File: src/hw/tcc_pkg.sv
package tcc_pkg;
  // ==========================================================
  // register map (word indices on the plain register port)
  localparam logic [3:0] CTRL1_ADDR = 4'h0;
  localparam logic [3:0] CTRL2_ADDR = 4'h1;
  localparam logic [3:0] CTRL3_ADDR = 4'h2;
  localparam logic [3:0] STAT_ADDR = 4'h3;
  localparam logic [3:0] REFC_ADDR = 4'h4;
  localparam int NUM_UNITS = 3;
  // ==========================================================
  // control register fields
  localparam int CTL_ON = 15;
  localparam int CTL_PIN = 14;
  localparam int CTL_INV = 13;
  localparam int CTL_EVT = 9;
  localparam int CTL_RES = 8;
  localparam int CTL_SEL_HI = 7;
  localparam int CTL_SEL_LO = 6;
  localparam int CTL_NSRC = 4;
  localparam int CTL_CH_HI = 1;
  localparam int CTL_CH_LO = 0;
  localparam logic [15:0] CTL_WMASK = 16'hE2D3;
  // ==========================================================
  // status register fields
  localparam int STAT_IDLE = 15;
  localparam int STAT_EVT_LO = 8;
  localparam int STAT_RES_LO = 0;
  // ==========================================================
  // reference control fields
  localparam int REF_PWR = 7;
  localparam int REF_PIN = 6;
  localparam int REF_RNG = 5;
  localparam int REF_SRC = 4;
  localparam logic [15:0] REF_WMASK = 16'h00FF;
  // ==========================================================
  // event select codes and input routing codes
  localparam logic [1:0] EVS_NONE = 2'h0;
  localparam logic [1:0] EVS_RISE = 2'h1;
  localparam logic [1:0] EVS_FALL = 2'h2;
  localparam logic [1:0] EVS_ANY = 2'h3;
  localparam logic [1:0] INV_PIN_B = 2'h0;
  localparam logic [1:0] INV_PIN_C = 2'h1;
  localparam logic [1:0] INV_PIN_D = 2'h2;
  localparam logic [1:0] INV_HALF_BG = 2'h3;
  localparam logic [15:0] RST_VAL = 16'h0000;

  typedef struct packed {
    logic on;
    logic pinDrive;
    logic invert;
    logic eventFlag;
    logic [1:0] eventSelect;
    logic noninvSource;
    logic [1:0] invSelect;
  } tcc_unit_s;

  typedef struct packed {
    logic power;
    logic pinDrive;
    logic rangeSelect;
    logic spanSource;
    logic [3:0] levelCode;
  } tcc_ref_s;

  // per unit analog routing controls
  typedef struct packed {
    logic enable;
    logic noninvFromRef;
    logic [1:0] invSelect;
  } tcc_route_s;
endpackage

File: src/hw/tcc_ctrl.sv
// The address map and strobed register access were decided locally.
`timescale 1ns/10ps
// Behaviour
// - comparator runs only while its on bit is one
// - result pin drive bit forwards result to dedicated pin
// - invert bit flips result; result bit reads compare outcome after the invert bit
// - selected trigger condition sets the unit event flag
// - set event flag blocks further triggers and interrupts
// - select 11 fires on any result change while flag clear
// - select 10 fires on falling, or rising when inverted
// - select 01 fires on rising, or falling when inverted
// - select 00 never fires
// - noninv source bit picks internal reference or pin A
// - inverting input select picks pin B, C, D or half bandgap
// - idle stop bit masks interrupts in idle, operation continues
// - status bits 10..8 mirror event flags of units 3..1
// - status bits 2..0 mirror result bits of units 3..1
// - unimplemented bits ignore writes and read zero
// - reference power bit powers reference generator
// - reference pin bit connects reference level to its pin
// - range bit picks 0 plus n/24 or 1/4 plus n/32
// - span source bit picks external reference pins or supply
// - four bit level code picks one of sixteen levels
// - output pin carries unsynchronized result, no clocked path
module tcc_ctrl
  import tcc_pkg::*;
#(
  parameter int UNITS = NUM_UNITS
) (
  input wire logic sys_clk,
  input wire logic srst,
  input wire logic [3:0] regAddr,
  input wire logic [15:0] regWdata,
  input wire logic regWr,
  input wire logic regRd,
  output logic [15:0] regRdata,
  input wire logic idleMode,
  input wire logic [UNITS-1:0] analogRaw,
  output tcc_route_s [UNITS-1:0] unitRoute,
  output logic [UNITS-1:0] outPinData,
  output logic [UNITS-1:0] outPinEn,
  output tcc_ref_s refCtrl,
  output logic [UNITS-1:0] unitIrq,
  output logic [UNITS-1:0] unitTrigger
);

  // ==========================================================
  // state
  typedef struct packed {
    tcc_unit_s [UNITS-1:0] unit;
    tcc_ref_s refc;
    logic idleStop;
    logic [UNITS-1:0] sync1;
    logic [UNITS-1:0] sync2;
    logic [UNITS-1:0] prev;
    logic [UNITS-1:0] arm1;
    logic [UNITS-1:0] arm2;
    logic [UNITS-1:0] primed;
    logic [UNITS-1:0] irq;
    logic [UNITS-1:0] trig;
    logic [15:0] rdata;
  } tcc_state_s;

  tcc_state_s st;
  tcc_state_s next_st;
  logic [UNITS-1:0] resultBit;
  logic [UNITS-1:0] fire;
  logic [15:0] rdMux;

  // ==========================================================
  // per unit result and edge detection
  for (genvar u = 0; u < UNITS; u++) begin : g_unit
    logic rise;
    logic fall;
    logic hit;
    // polarity applied; disabled unit reads zero
    assign resultBit[u] = st.unit[u].on & (st.sync2[u] ^ st.unit[u].invert);
    // compare current and previous synchronized result
    assign rise = st.primed[u] & ~st.prev[u] & resultBit[u];
    assign fall = st.primed[u] & st.prev[u] & ~resultBit[u];
    always_comb begin
      case (st.unit[u].eventSelect)
        EVS_ANY: hit = rise | fall;
        EVS_FALL: hit = st.unit[u].invert ? rise : fall;
        EVS_RISE: hit = st.unit[u].invert ? fall : rise;
        default: hit = 1'b0;
      endcase
    end
    assign fire[u] = hit & ~st.unit[u].eventFlag;
    assign outPinData[u] = st.unit[u].pinDrive & st.unit[u].on
                           & (analogRaw[u] ^ st.unit[u].invert);
    assign outPinEn[u] = st.unit[u].on & st.unit[u].pinDrive;
    assign unitRoute[u].enable = st.unit[u].on;
    assign unitRoute[u].noninvFromRef = st.unit[u].noninvSource;
    assign unitRoute[u].invSelect = st.unit[u].invSelect;
  end

  // ==========================================================
  // read multiplexer
  always_comb begin
    rdMux = RST_VAL;
    if (regAddr < 4'(UNITS)) begin
      for (int i = 0; i < UNITS; i++) begin
        if (regAddr == 4'(i)) begin
          rdMux[CTL_ON] = st.unit[i].on;
          rdMux[CTL_PIN] = st.unit[i].pinDrive;
          rdMux[CTL_INV] = st.unit[i].invert;
          rdMux[CTL_EVT] = st.unit[i].eventFlag;
          rdMux[CTL_RES] = resultBit[i];
          rdMux[CTL_SEL_HI:CTL_SEL_LO] = st.unit[i].eventSelect;
          rdMux[CTL_NSRC] = st.unit[i].noninvSource;
          rdMux[CTL_CH_HI:CTL_CH_LO] = st.unit[i].invSelect;
        end
      end
    end else if (regAddr == STAT_ADDR) begin
      rdMux[STAT_IDLE] = st.idleStop;
      for (int i = 0; i < UNITS; i++) begin
        rdMux[STAT_EVT_LO + i] = st.unit[i].eventFlag;
      end
      for (int i = 0; i < UNITS; i++) begin
        rdMux[STAT_RES_LO + i] = resultBit[i];
      end
    end else if (regAddr == REFC_ADDR) begin
      rdMux[REF_PWR:0] = st.refc;
    end
  end

  // ==========================================================
  // next state
  always_comb begin
    next_st = st;
    next_st.sync1 = analogRaw;
    next_st.sync2 = st.sync1;
    next_st.prev = resultBit;
    // primed once the synchronizer holds only enabled samples,
    // so stale levels from the off period never look like an edge
    for (int i = 0; i < UNITS; i++) begin
      next_st.arm1[i] = st.unit[i].on;
      next_st.arm2[i] = st.arm1[i] & st.unit[i].on;
      next_st.primed[i] = st.arm2[i] & st.unit[i].on;
    end
    next_st.rdata = regRd ? rdMux : RST_VAL;
    if (regWr) begin
      for (int i = 0; i < UNITS; i++) begin
        if (regAddr == 4'(i)) begin
          next_st.unit[i].on = regWdata[CTL_ON];
          next_st.unit[i].pinDrive = regWdata[CTL_PIN];
          next_st.unit[i].invert = regWdata[CTL_INV];
          // software write sets or clears flag
          next_st.unit[i].eventFlag = regWdata[CTL_EVT];
          next_st.unit[i].eventSelect = regWdata[CTL_SEL_HI:CTL_SEL_LO];
          next_st.unit[i].noninvSource = regWdata[CTL_NSRC];
          next_st.unit[i].invSelect = regWdata[CTL_CH_HI:CTL_CH_LO];
        end
      end
      if (regAddr == STAT_ADDR) begin
        next_st.idleStop = regWdata[STAT_IDLE];
      end
      if (regAddr == REFC_ADDR) begin
        next_st.refc = regWdata[REF_PWR:0];
      end
    end
    // event sets flag, set wins over a clearing write
    for (int i = 0; i < UNITS; i++) begin
      if (fire[i]) begin
        next_st.unit[i].eventFlag = 1'b1;
      end
      next_st.trig[i] = fire[i];
      // interrupt masked in idle when stop bit set
      next_st.irq[i] = fire[i] & ~(st.idleStop & idleMode);
    end
    if (srst) begin
      next_st = '0;
    end
  end

  always_ff @(posedge sys_clk) begin
    st <= next_st;
  end

  assign regRdata = st.rdata;
  assign refCtrl = st.refc;
  assign unitIrq = st.irq;
  assign unitTrigger = st.trig;

  for (genvar u = 0; u < UNITS; u++) begin : g_chk

  end
endmodule // tcc_ctrl

File: config.mk
export PLATFORM = sky130hd
export DESIGN_NAME = tcc_ctrl
export DESIGN_NICKNAME = d
export VERILOG_FILES = /design/src/hw/tcc_pkg.sv /design/src/hw/tcc_ctrl.sv
export SDC_FILE = /design/constraint.sdc
export NUM_CORES = 1
export LEC_CHECK = 0
export BUFFER_PORTS_ARGS = -buffer_cell sky130_fd_sc_hd__buf_4
export CAP_MARGIN = 20
export CORE_ASPECT_RATIO = 0.9
export CORE_MARGIN = 4
export CORE_UTILIZATION = 53
export DETAILED_ROUTE_END_ITERATION = 12
export HOLD_SLACK_MARGIN = 0.05
export PLACE_DENSITY = 0.79
export REMOVE_ABC_BUFFERS = 1
export SLEW_MARGIN = 10
export SYNTH_ARGS = -nofsm -noshare
export SYNTH_HDL_FRONTEND = slang
export SYNTH_SLANG_ARGS = --single-unit
File: constraint.sdc
create_clock -name sys_clk -period 1.54 [get_ports sys_clk]
set_input_delay 0.077 -clock sys_clk [delete_from_list [all_inputs] [get_ports sys_clk]]
set_output_delay 0.077 -clock sys_clk [all_outputs]
set_load 0.03 [all_outputs]
* Word-level counts from Yosys, hierarchy flattened *
Index checks and enable logic that the tools add are counted.

storage, ports and cells
  register bits after elaboration = 76
  output and inout port bits = 48
  word-level logic and storage cells = 171

cells by class
  magnitude comparators = 1
  equality and inequality tests = 13
  multiplexer cells = 39
  bitwise gates (word level) = 57
  reductions and logical operators = 20

operator list
  cell                  count
  $and A1 B1 Y1         34
  $mux W33              1
  $mux W9               2
  $mux W1               16
  $mux W4               4
  $mux W8               2
  $reduce_and A2 Y1     8
  $not A1 Y1            14
  $eq A2 B2 Y1 const B  6
  $mux W3               4
  $reduce_bool A2 Y1    6
  $mux W2               5
  $pmux W1 S3           3
  $eq A4 B2 Y1 const B  2
  $eq A2 B1 Y1 const B  3
  $mux W6               1
  $reduce_or A3 Y1      2
  $xor A1 B1 Y1         6
  $mux W5               1
  $reduce_or A5 Y1      1
  $eq A4 B1 Y1 const B  1
  $eq A4 B3 Y1 const B  1
  $logic_not A4 Y1      1
  $lt A4 B2 Y1 const B  1
  other kinds (3)       5

* Depth between registers and ports, before layout *
  depth after elaboration = 9
  mapped depth = 7
  depth with buffers taken out = 4

* Least setup slack after synthesis *
OpenSTA, ideal clock, no wires.

  path kind = reg2reg
  start point = reg st[73] in the netlist's numbering
  end point = reg st, in the netlist unitIrq[2]
  setup time = 0.070 ns
  data arrival time = 1.281 ns
  required time = 1.470 ns
  path slack = 0.189 ns
  stages on the path, launching flop included = 6
  period minus slack after synthesis = 1.351 ns
  path through = dfxtp_1 -> buf_6 -> xor2_2 -> and3_1 -> or4_4 -> a21oi_1

on the way
  cells in the longest elaborated chain, start to end = 8
  elaborated cells on any way between the ends = 11
  classes of those cells = 3 x mux; 8 x bitwise

RTL lines
  what                                   line             source
  from (decl)                            tcc_ctrl.sv:64   tcc_state_s st;
  from (signal assigned)                 tcc_ctrl.sv:178  st <= next_st;
  $xor A1 B1 Y1                          tcc_ctrl.sv:77   assign resultBit[u] = st.unit[u].on & (st.sync2[u] ^ st.unit[u].invert);
  $and A1 B1 Y1                          tcc_ctrl.sv:77
  $not A1 Y1                             tcc_ctrl.sv:80   assign fall = st.primed[u] & st.prev[u] & ~resultBit[u];
  $and A1 B1 Y1                          tcc_ctrl.sv:80
  $mux W1, or another cell as far along  tcc_ctrl.sv:85   EVS_RISE: hit = st.unit[u].invert ? fall : rise;
  $pmux W1 S3 (*)                        tcc_ctrl.sv:82   case (st.unit[u].eventSelect)
  $and A1 B1 Y1 (*)                      tcc_ctrl.sv:89   assign fire[u] = hit & ~st.unit[u].eventFlag;
  $and A1 B1 Y1 (*)                      tcc_ctrl.sv:170  next_st.irq[i] = fire[i] & ~(st.idleStop & idleMode);

Mark *: on every way between the ends. The rest lies on a longest branch, timed or not.
A chain may end at the register's enable or synchronous reset.

* Worst setup path after layout *
Ends and elaborated chain as after synthesis.

==> results.md <==
| Metric | Reported | Unit |
| --- | --- | --- |
| Worst hold slack | 0.0888 | ns |
| Portion of synthesized cell area occupied by the leading cell type | 45.3 | % |
| Final setup skew | 0.00748 | ns |
| Placed cell count | 440 | - |
| Effective utilization at floorplan | 56.2 | % |
| Final Hold Violating Endpoints | 0 | - |
| Element type at the critical path start | flop | - |
| Max-cap check violation count | 0 | - |
| Area delta synth->final | 21.7 | % |
| Switching power total | 870 | µW |
| Outcome | complete, no violations | - |
| Total Negative Setup Slacks | 0 | ns |
| Data required time at the worst endpoint | 1.82 | ns |
| Fraction of power consumed by sequential logic | 50.1 | % |
| Power, Total | 3890 | µW |
| Power per cell area | 977 | mW/mm² |
| Path depth of the worst reg2reg path | 4 | - |
| Clock tree buffer depth | 2 | - |
| Die boundary width | 90.8 | µm |
| Detailed Route WL | 7.80 | mm |
| Synth unique cells | 37 | - |
| Core region area | 0.00582 | mm² |
| Average detailed-routed wire length per instance | 16.5 | µm |
| Clock transition at the registers of the reported paths | 0.08 | ns |
| Number of synthesized flops with an enable pin | 0 | - |
| WHS Path Cells | 3 | - |
| Crit end category | flop | - |
| Worst min path class | primary input to flop | - |
| Final Max Slew Viols | 0 | - |
| Weighted congestion reported at the end of routability-driven placement | 0.854 | - |
| Vias after detailed routing | 2583 | - |
| Antenna Cells | 0 | - |
| Source-to-sink clock delay at the later pin of the worst-skew pair | 0.35 | ns |
| Async set or reset register ratio after synthesis | 0 | % |
| Lkg Pwr | 0.00191 | µW |
| Internal power | 3020 | µW |
| FP Rows | 26 | - |
| Crit share post-route | 98.0 | % |
| Number of buffers inserted by port buffering | 69 | - |
| Initial antenna violation count | 0 | - |
| Biggest fanout along the worst timing path | 4 | - |
| Count of routing violations after the opening detailed-route iteration | 191 | - |
| Setup bufs post-CTS | 0 | - |
| Height of the chip | 82.6 | µm |
| Clk network pwr share | 42.3 | % |
| Cell taking the most area after synthesis | sky130_fd_sc_hd__dfxtp_1 | - |
| Top cells by area in the synthesized netlist | sky130_fd_sc_hd__dfxtp_1 45%, sky130_fd_sc_hd__mux2i_1 10%, sky130_fd_sc_hd__buf_4 10% | - |
| H-Tree Depth | 3 | - |
| # DRC | 0 | - |
| Detailed Place HPWL | 5.34 | mm |
| First-pass iteration count of the detailed router | 4 | - |
| Layout cell share with drive strength beyond 1 | 28.0 | % |
| Count of state elements after synthesis | 74 | - |
| Number of cells produced by synthesis | 345 | - |
| Shortest clock period the worst path allows after layout | 1.51 | ns |
| Clock tree from TritonCTS | built | - |
| Num CTS Buffers | 9 | - |
| Area of the die | 0.00750 | mm² |
| Max VDD drop | 0.000627 | V |
| Clock Tree Root | sky130_fd_sc_hd__clkbuf_8 | - |
| Avg Synthesized Cell Area | 9.49 | µm² |
| Final nets | 426 | - |
| F_max | 0.663 | GHz |
| Arrival time worst endpoint | 1.79 | ns |
| Total of warnings raised by yosys | 0 | - |
| Critical path type | flop to flop | - |
| Setup slack of the critical path after layout | 0.0314 | ns |
| Total global-route track usage | 20.9 | % |
| Post-detailed-route count of antenna-violating nets | 0 | - |
| Dominant cell by count in the synthesized netlist | sky130_fd_sc_hd__dfxtp_1 | - |
| Switching part of the total power | 22.4 | % |
| Netlist area before placement | 0.00327 | mm² |
| Worst setup slack after placement | 0.0889 | ns |
| I/O pin cnt | 76 | - |
| Drt via density | 5.46 | - |
| Unrepaired setup endpoints after global routing | no | - |
| Share of the yosys chip area belonging to registers | 45.3 | % |
| Setup violation total in the final timing report | 0 | - |
| Post-route insts no fill | 473 | - |
| First-pass GRT wire length | 12.1 | mm |
| Via count of the first global-routing pass | 2499 | - |
| Maximum number of pins on one net before global-route repair | 20 | - |
| Overflow left after global routing | 0 | - |
| Dominant synthesized flop cell | sky130_fd_sc_hd__dfxtp_1 | - |
| Clock net sink count | 74 | - |
| Commonest cells post-synth | 74 x sky130_fd_sc_hd__dfxtp_1, 44 x sky130_fd_sc_hd__buf_4, 44 x sky130_fd_sc_hd__nor2_1, 34 x sky130_fd_sc_hd__mux2i_1, 19 x sky130_fd_sc_hd__a21oi_1 | - |
| Logic pwr share | 7.6 | % |
==> worst max-delay path: stages (launching register included) <==
cell and delay, ns:
sky130_fd_sc_hd__dfxtp_1 0.44, sky130_fd_sc_hd__xor2_2 0.22, sky130_fd_sc_hd__a21oi_1 0.12, sky130_fd_sc_hd__or4_4 0.53, sky130_fd_sc_hd__a21oi_1 0.13
==> kinds of logic (layout without fill, tap and decap cells) <==
logic type                count (synthesis)  after routing  share of synthesized area, %
AOI/OAI and AO/OA                        43             43                          8.64
DFF                                      74             74                          45.3
muxes                                    37             37                          12.1
other                                     1              2                         0.115
and+or+nand+nor                         113            113                          17.5
buffers and inverters                    69            126                          13.8
xor gates and xnor gates                  8              8                          2.60
==> timing repair <==
item	CTS	global route
hold endpoints to repair	41	0
resized for setup	1	1
endpoints found under the setup margin	1	3
hold buffers	17	0
pin swaps	0	1
==> flip-flops by register name, indices dropped and copies added (netlist names) <==
name and flops:
unitRoute 12, st 34, refCtrl 8, regRdata 14, unitIrq 3, unitTrigger 3
==> routing by layer <==
| layer | up-vias | part of all wire, % | track usage [%] |
|---|---|---|---|
| li1 | 1229 | - | - |
| met1 | 1248 | 41 | 24.0 |
| met2 | 94 | 50 | 37.2 |
| met3 | 12 | 7.3 | 7.07 |
| met4 | 0 | 1.5 | 7.23 |
| met5 | - | 0 | 0 |
==> layout make-up <==
cell class | count | area, µm²
Fill cell | 444 | 1840
Sequential cell | 74 | 1480
Multi-Input combinational cell | 203 | 1340
Timing Repair Buffer | 105 | 831
Clock buffer | 11 | 141
Tap cell | 70 | 87.6
Clock inverter | 5 | 77.6
Inverter | 5 | 18.8
==> stage by stage <==
| stage | util [%] | instance area (µm²) |
|---|---|---|
| 2_1_floorplan | - | 2840 |
| 3_3_place_gp | 61.7 | 3590 |
| 3_5_place_dp | 61.7 | 3590 |
| 4_1_cts | 68.4 | 3980 |
| 5_1_grt | 68.4 | 3980 |
| 6_report | 68.4 | 3980 |
==> path summary, 6_finish.rpt <==
| path | from | end | slack [ns] |
|---|---|---|---|
| worst max-delay path | st[73] | unitIrq[2] | 0.03 |
| worst min-delay path | regWr | refCtrl[1] | 0.09 |
| worst max register to register | st[73] | unitIrq[2] | 0.03 |
| worst min register to register | st[27] | st[24] | 0.43 |
==> power by group through the flow <==
stage	combinational, µW	sequential, µW	clock, µW
4_1_cts	292	1950	1670
3_3_place_gp	252	1990	0
2_1_floorplan	83.6	2010	0
3_5_place_dp	257	1990	0
6_report	294	1950	1650
5_1_grt	315	1950	1750
==> cell usage in the layout (no fill, tap or decap), types with 2 or more instances in the layout <==
master	netlist	routed
sky130_fd_sc_hd__nor2_1	44	44
sky130_fd_sc_hd__and2_1	12	12
sky130_fd_sc_hd__conb_1	1	2
sky130_fd_sc_hd__mux2i_1	34	34
sky130_fd_sc_hd__or4_4	2	2
sky130_fd_sc_hd__inv_1	5	5
sky130_fd_sc_hd__dlygate4sd3_1	0	17
sky130_fd_sc_hd__a21oi_1	19	19
sky130_fd_sc_hd__o211ai_1	3	3
sky130_fd_sc_hd__clkinv_2	0	2
sky130_fd_sc_hd__bufinv_16	0	2
sky130_fd_sc_hd__a211oi_1	3	3
sky130_fd_sc_hd__dfxtp_2	0	2
sky130_fd_sc_hd__o2bb2ai_1	5	5
sky130_fd_sc_hd__dfxtp_1	74	72
sky130_fd_sc_hd__buf_4	44	88
sky130_fd_sc_hd__o21ai_0	3	3
sky130_fd_sc_hd__nand3_1	11	11
sky130_fd_sc_hd__xor2_2	2	2
sky130_fd_sc_hd__mux4_2	2	2
sky130_fd_sc_hd__a32oi_1	4	4
sky130_fd_sc_hd__and3_1	6	6
sky130_fd_sc_hd__clkbuf_8	0	10
sky130_fd_sc_hd__nor2b_1	14	14
sky130_fd_sc_hd__nand2_1	16	16
sky130_fd_sc_hd__xor2_1	6	6
sky130_fd_sc_hd__nor3_1	2	2
sky130_fd_sc_hd__a22oi_1	3	3
Note: power is estimated with default switching activity, not from simulation.
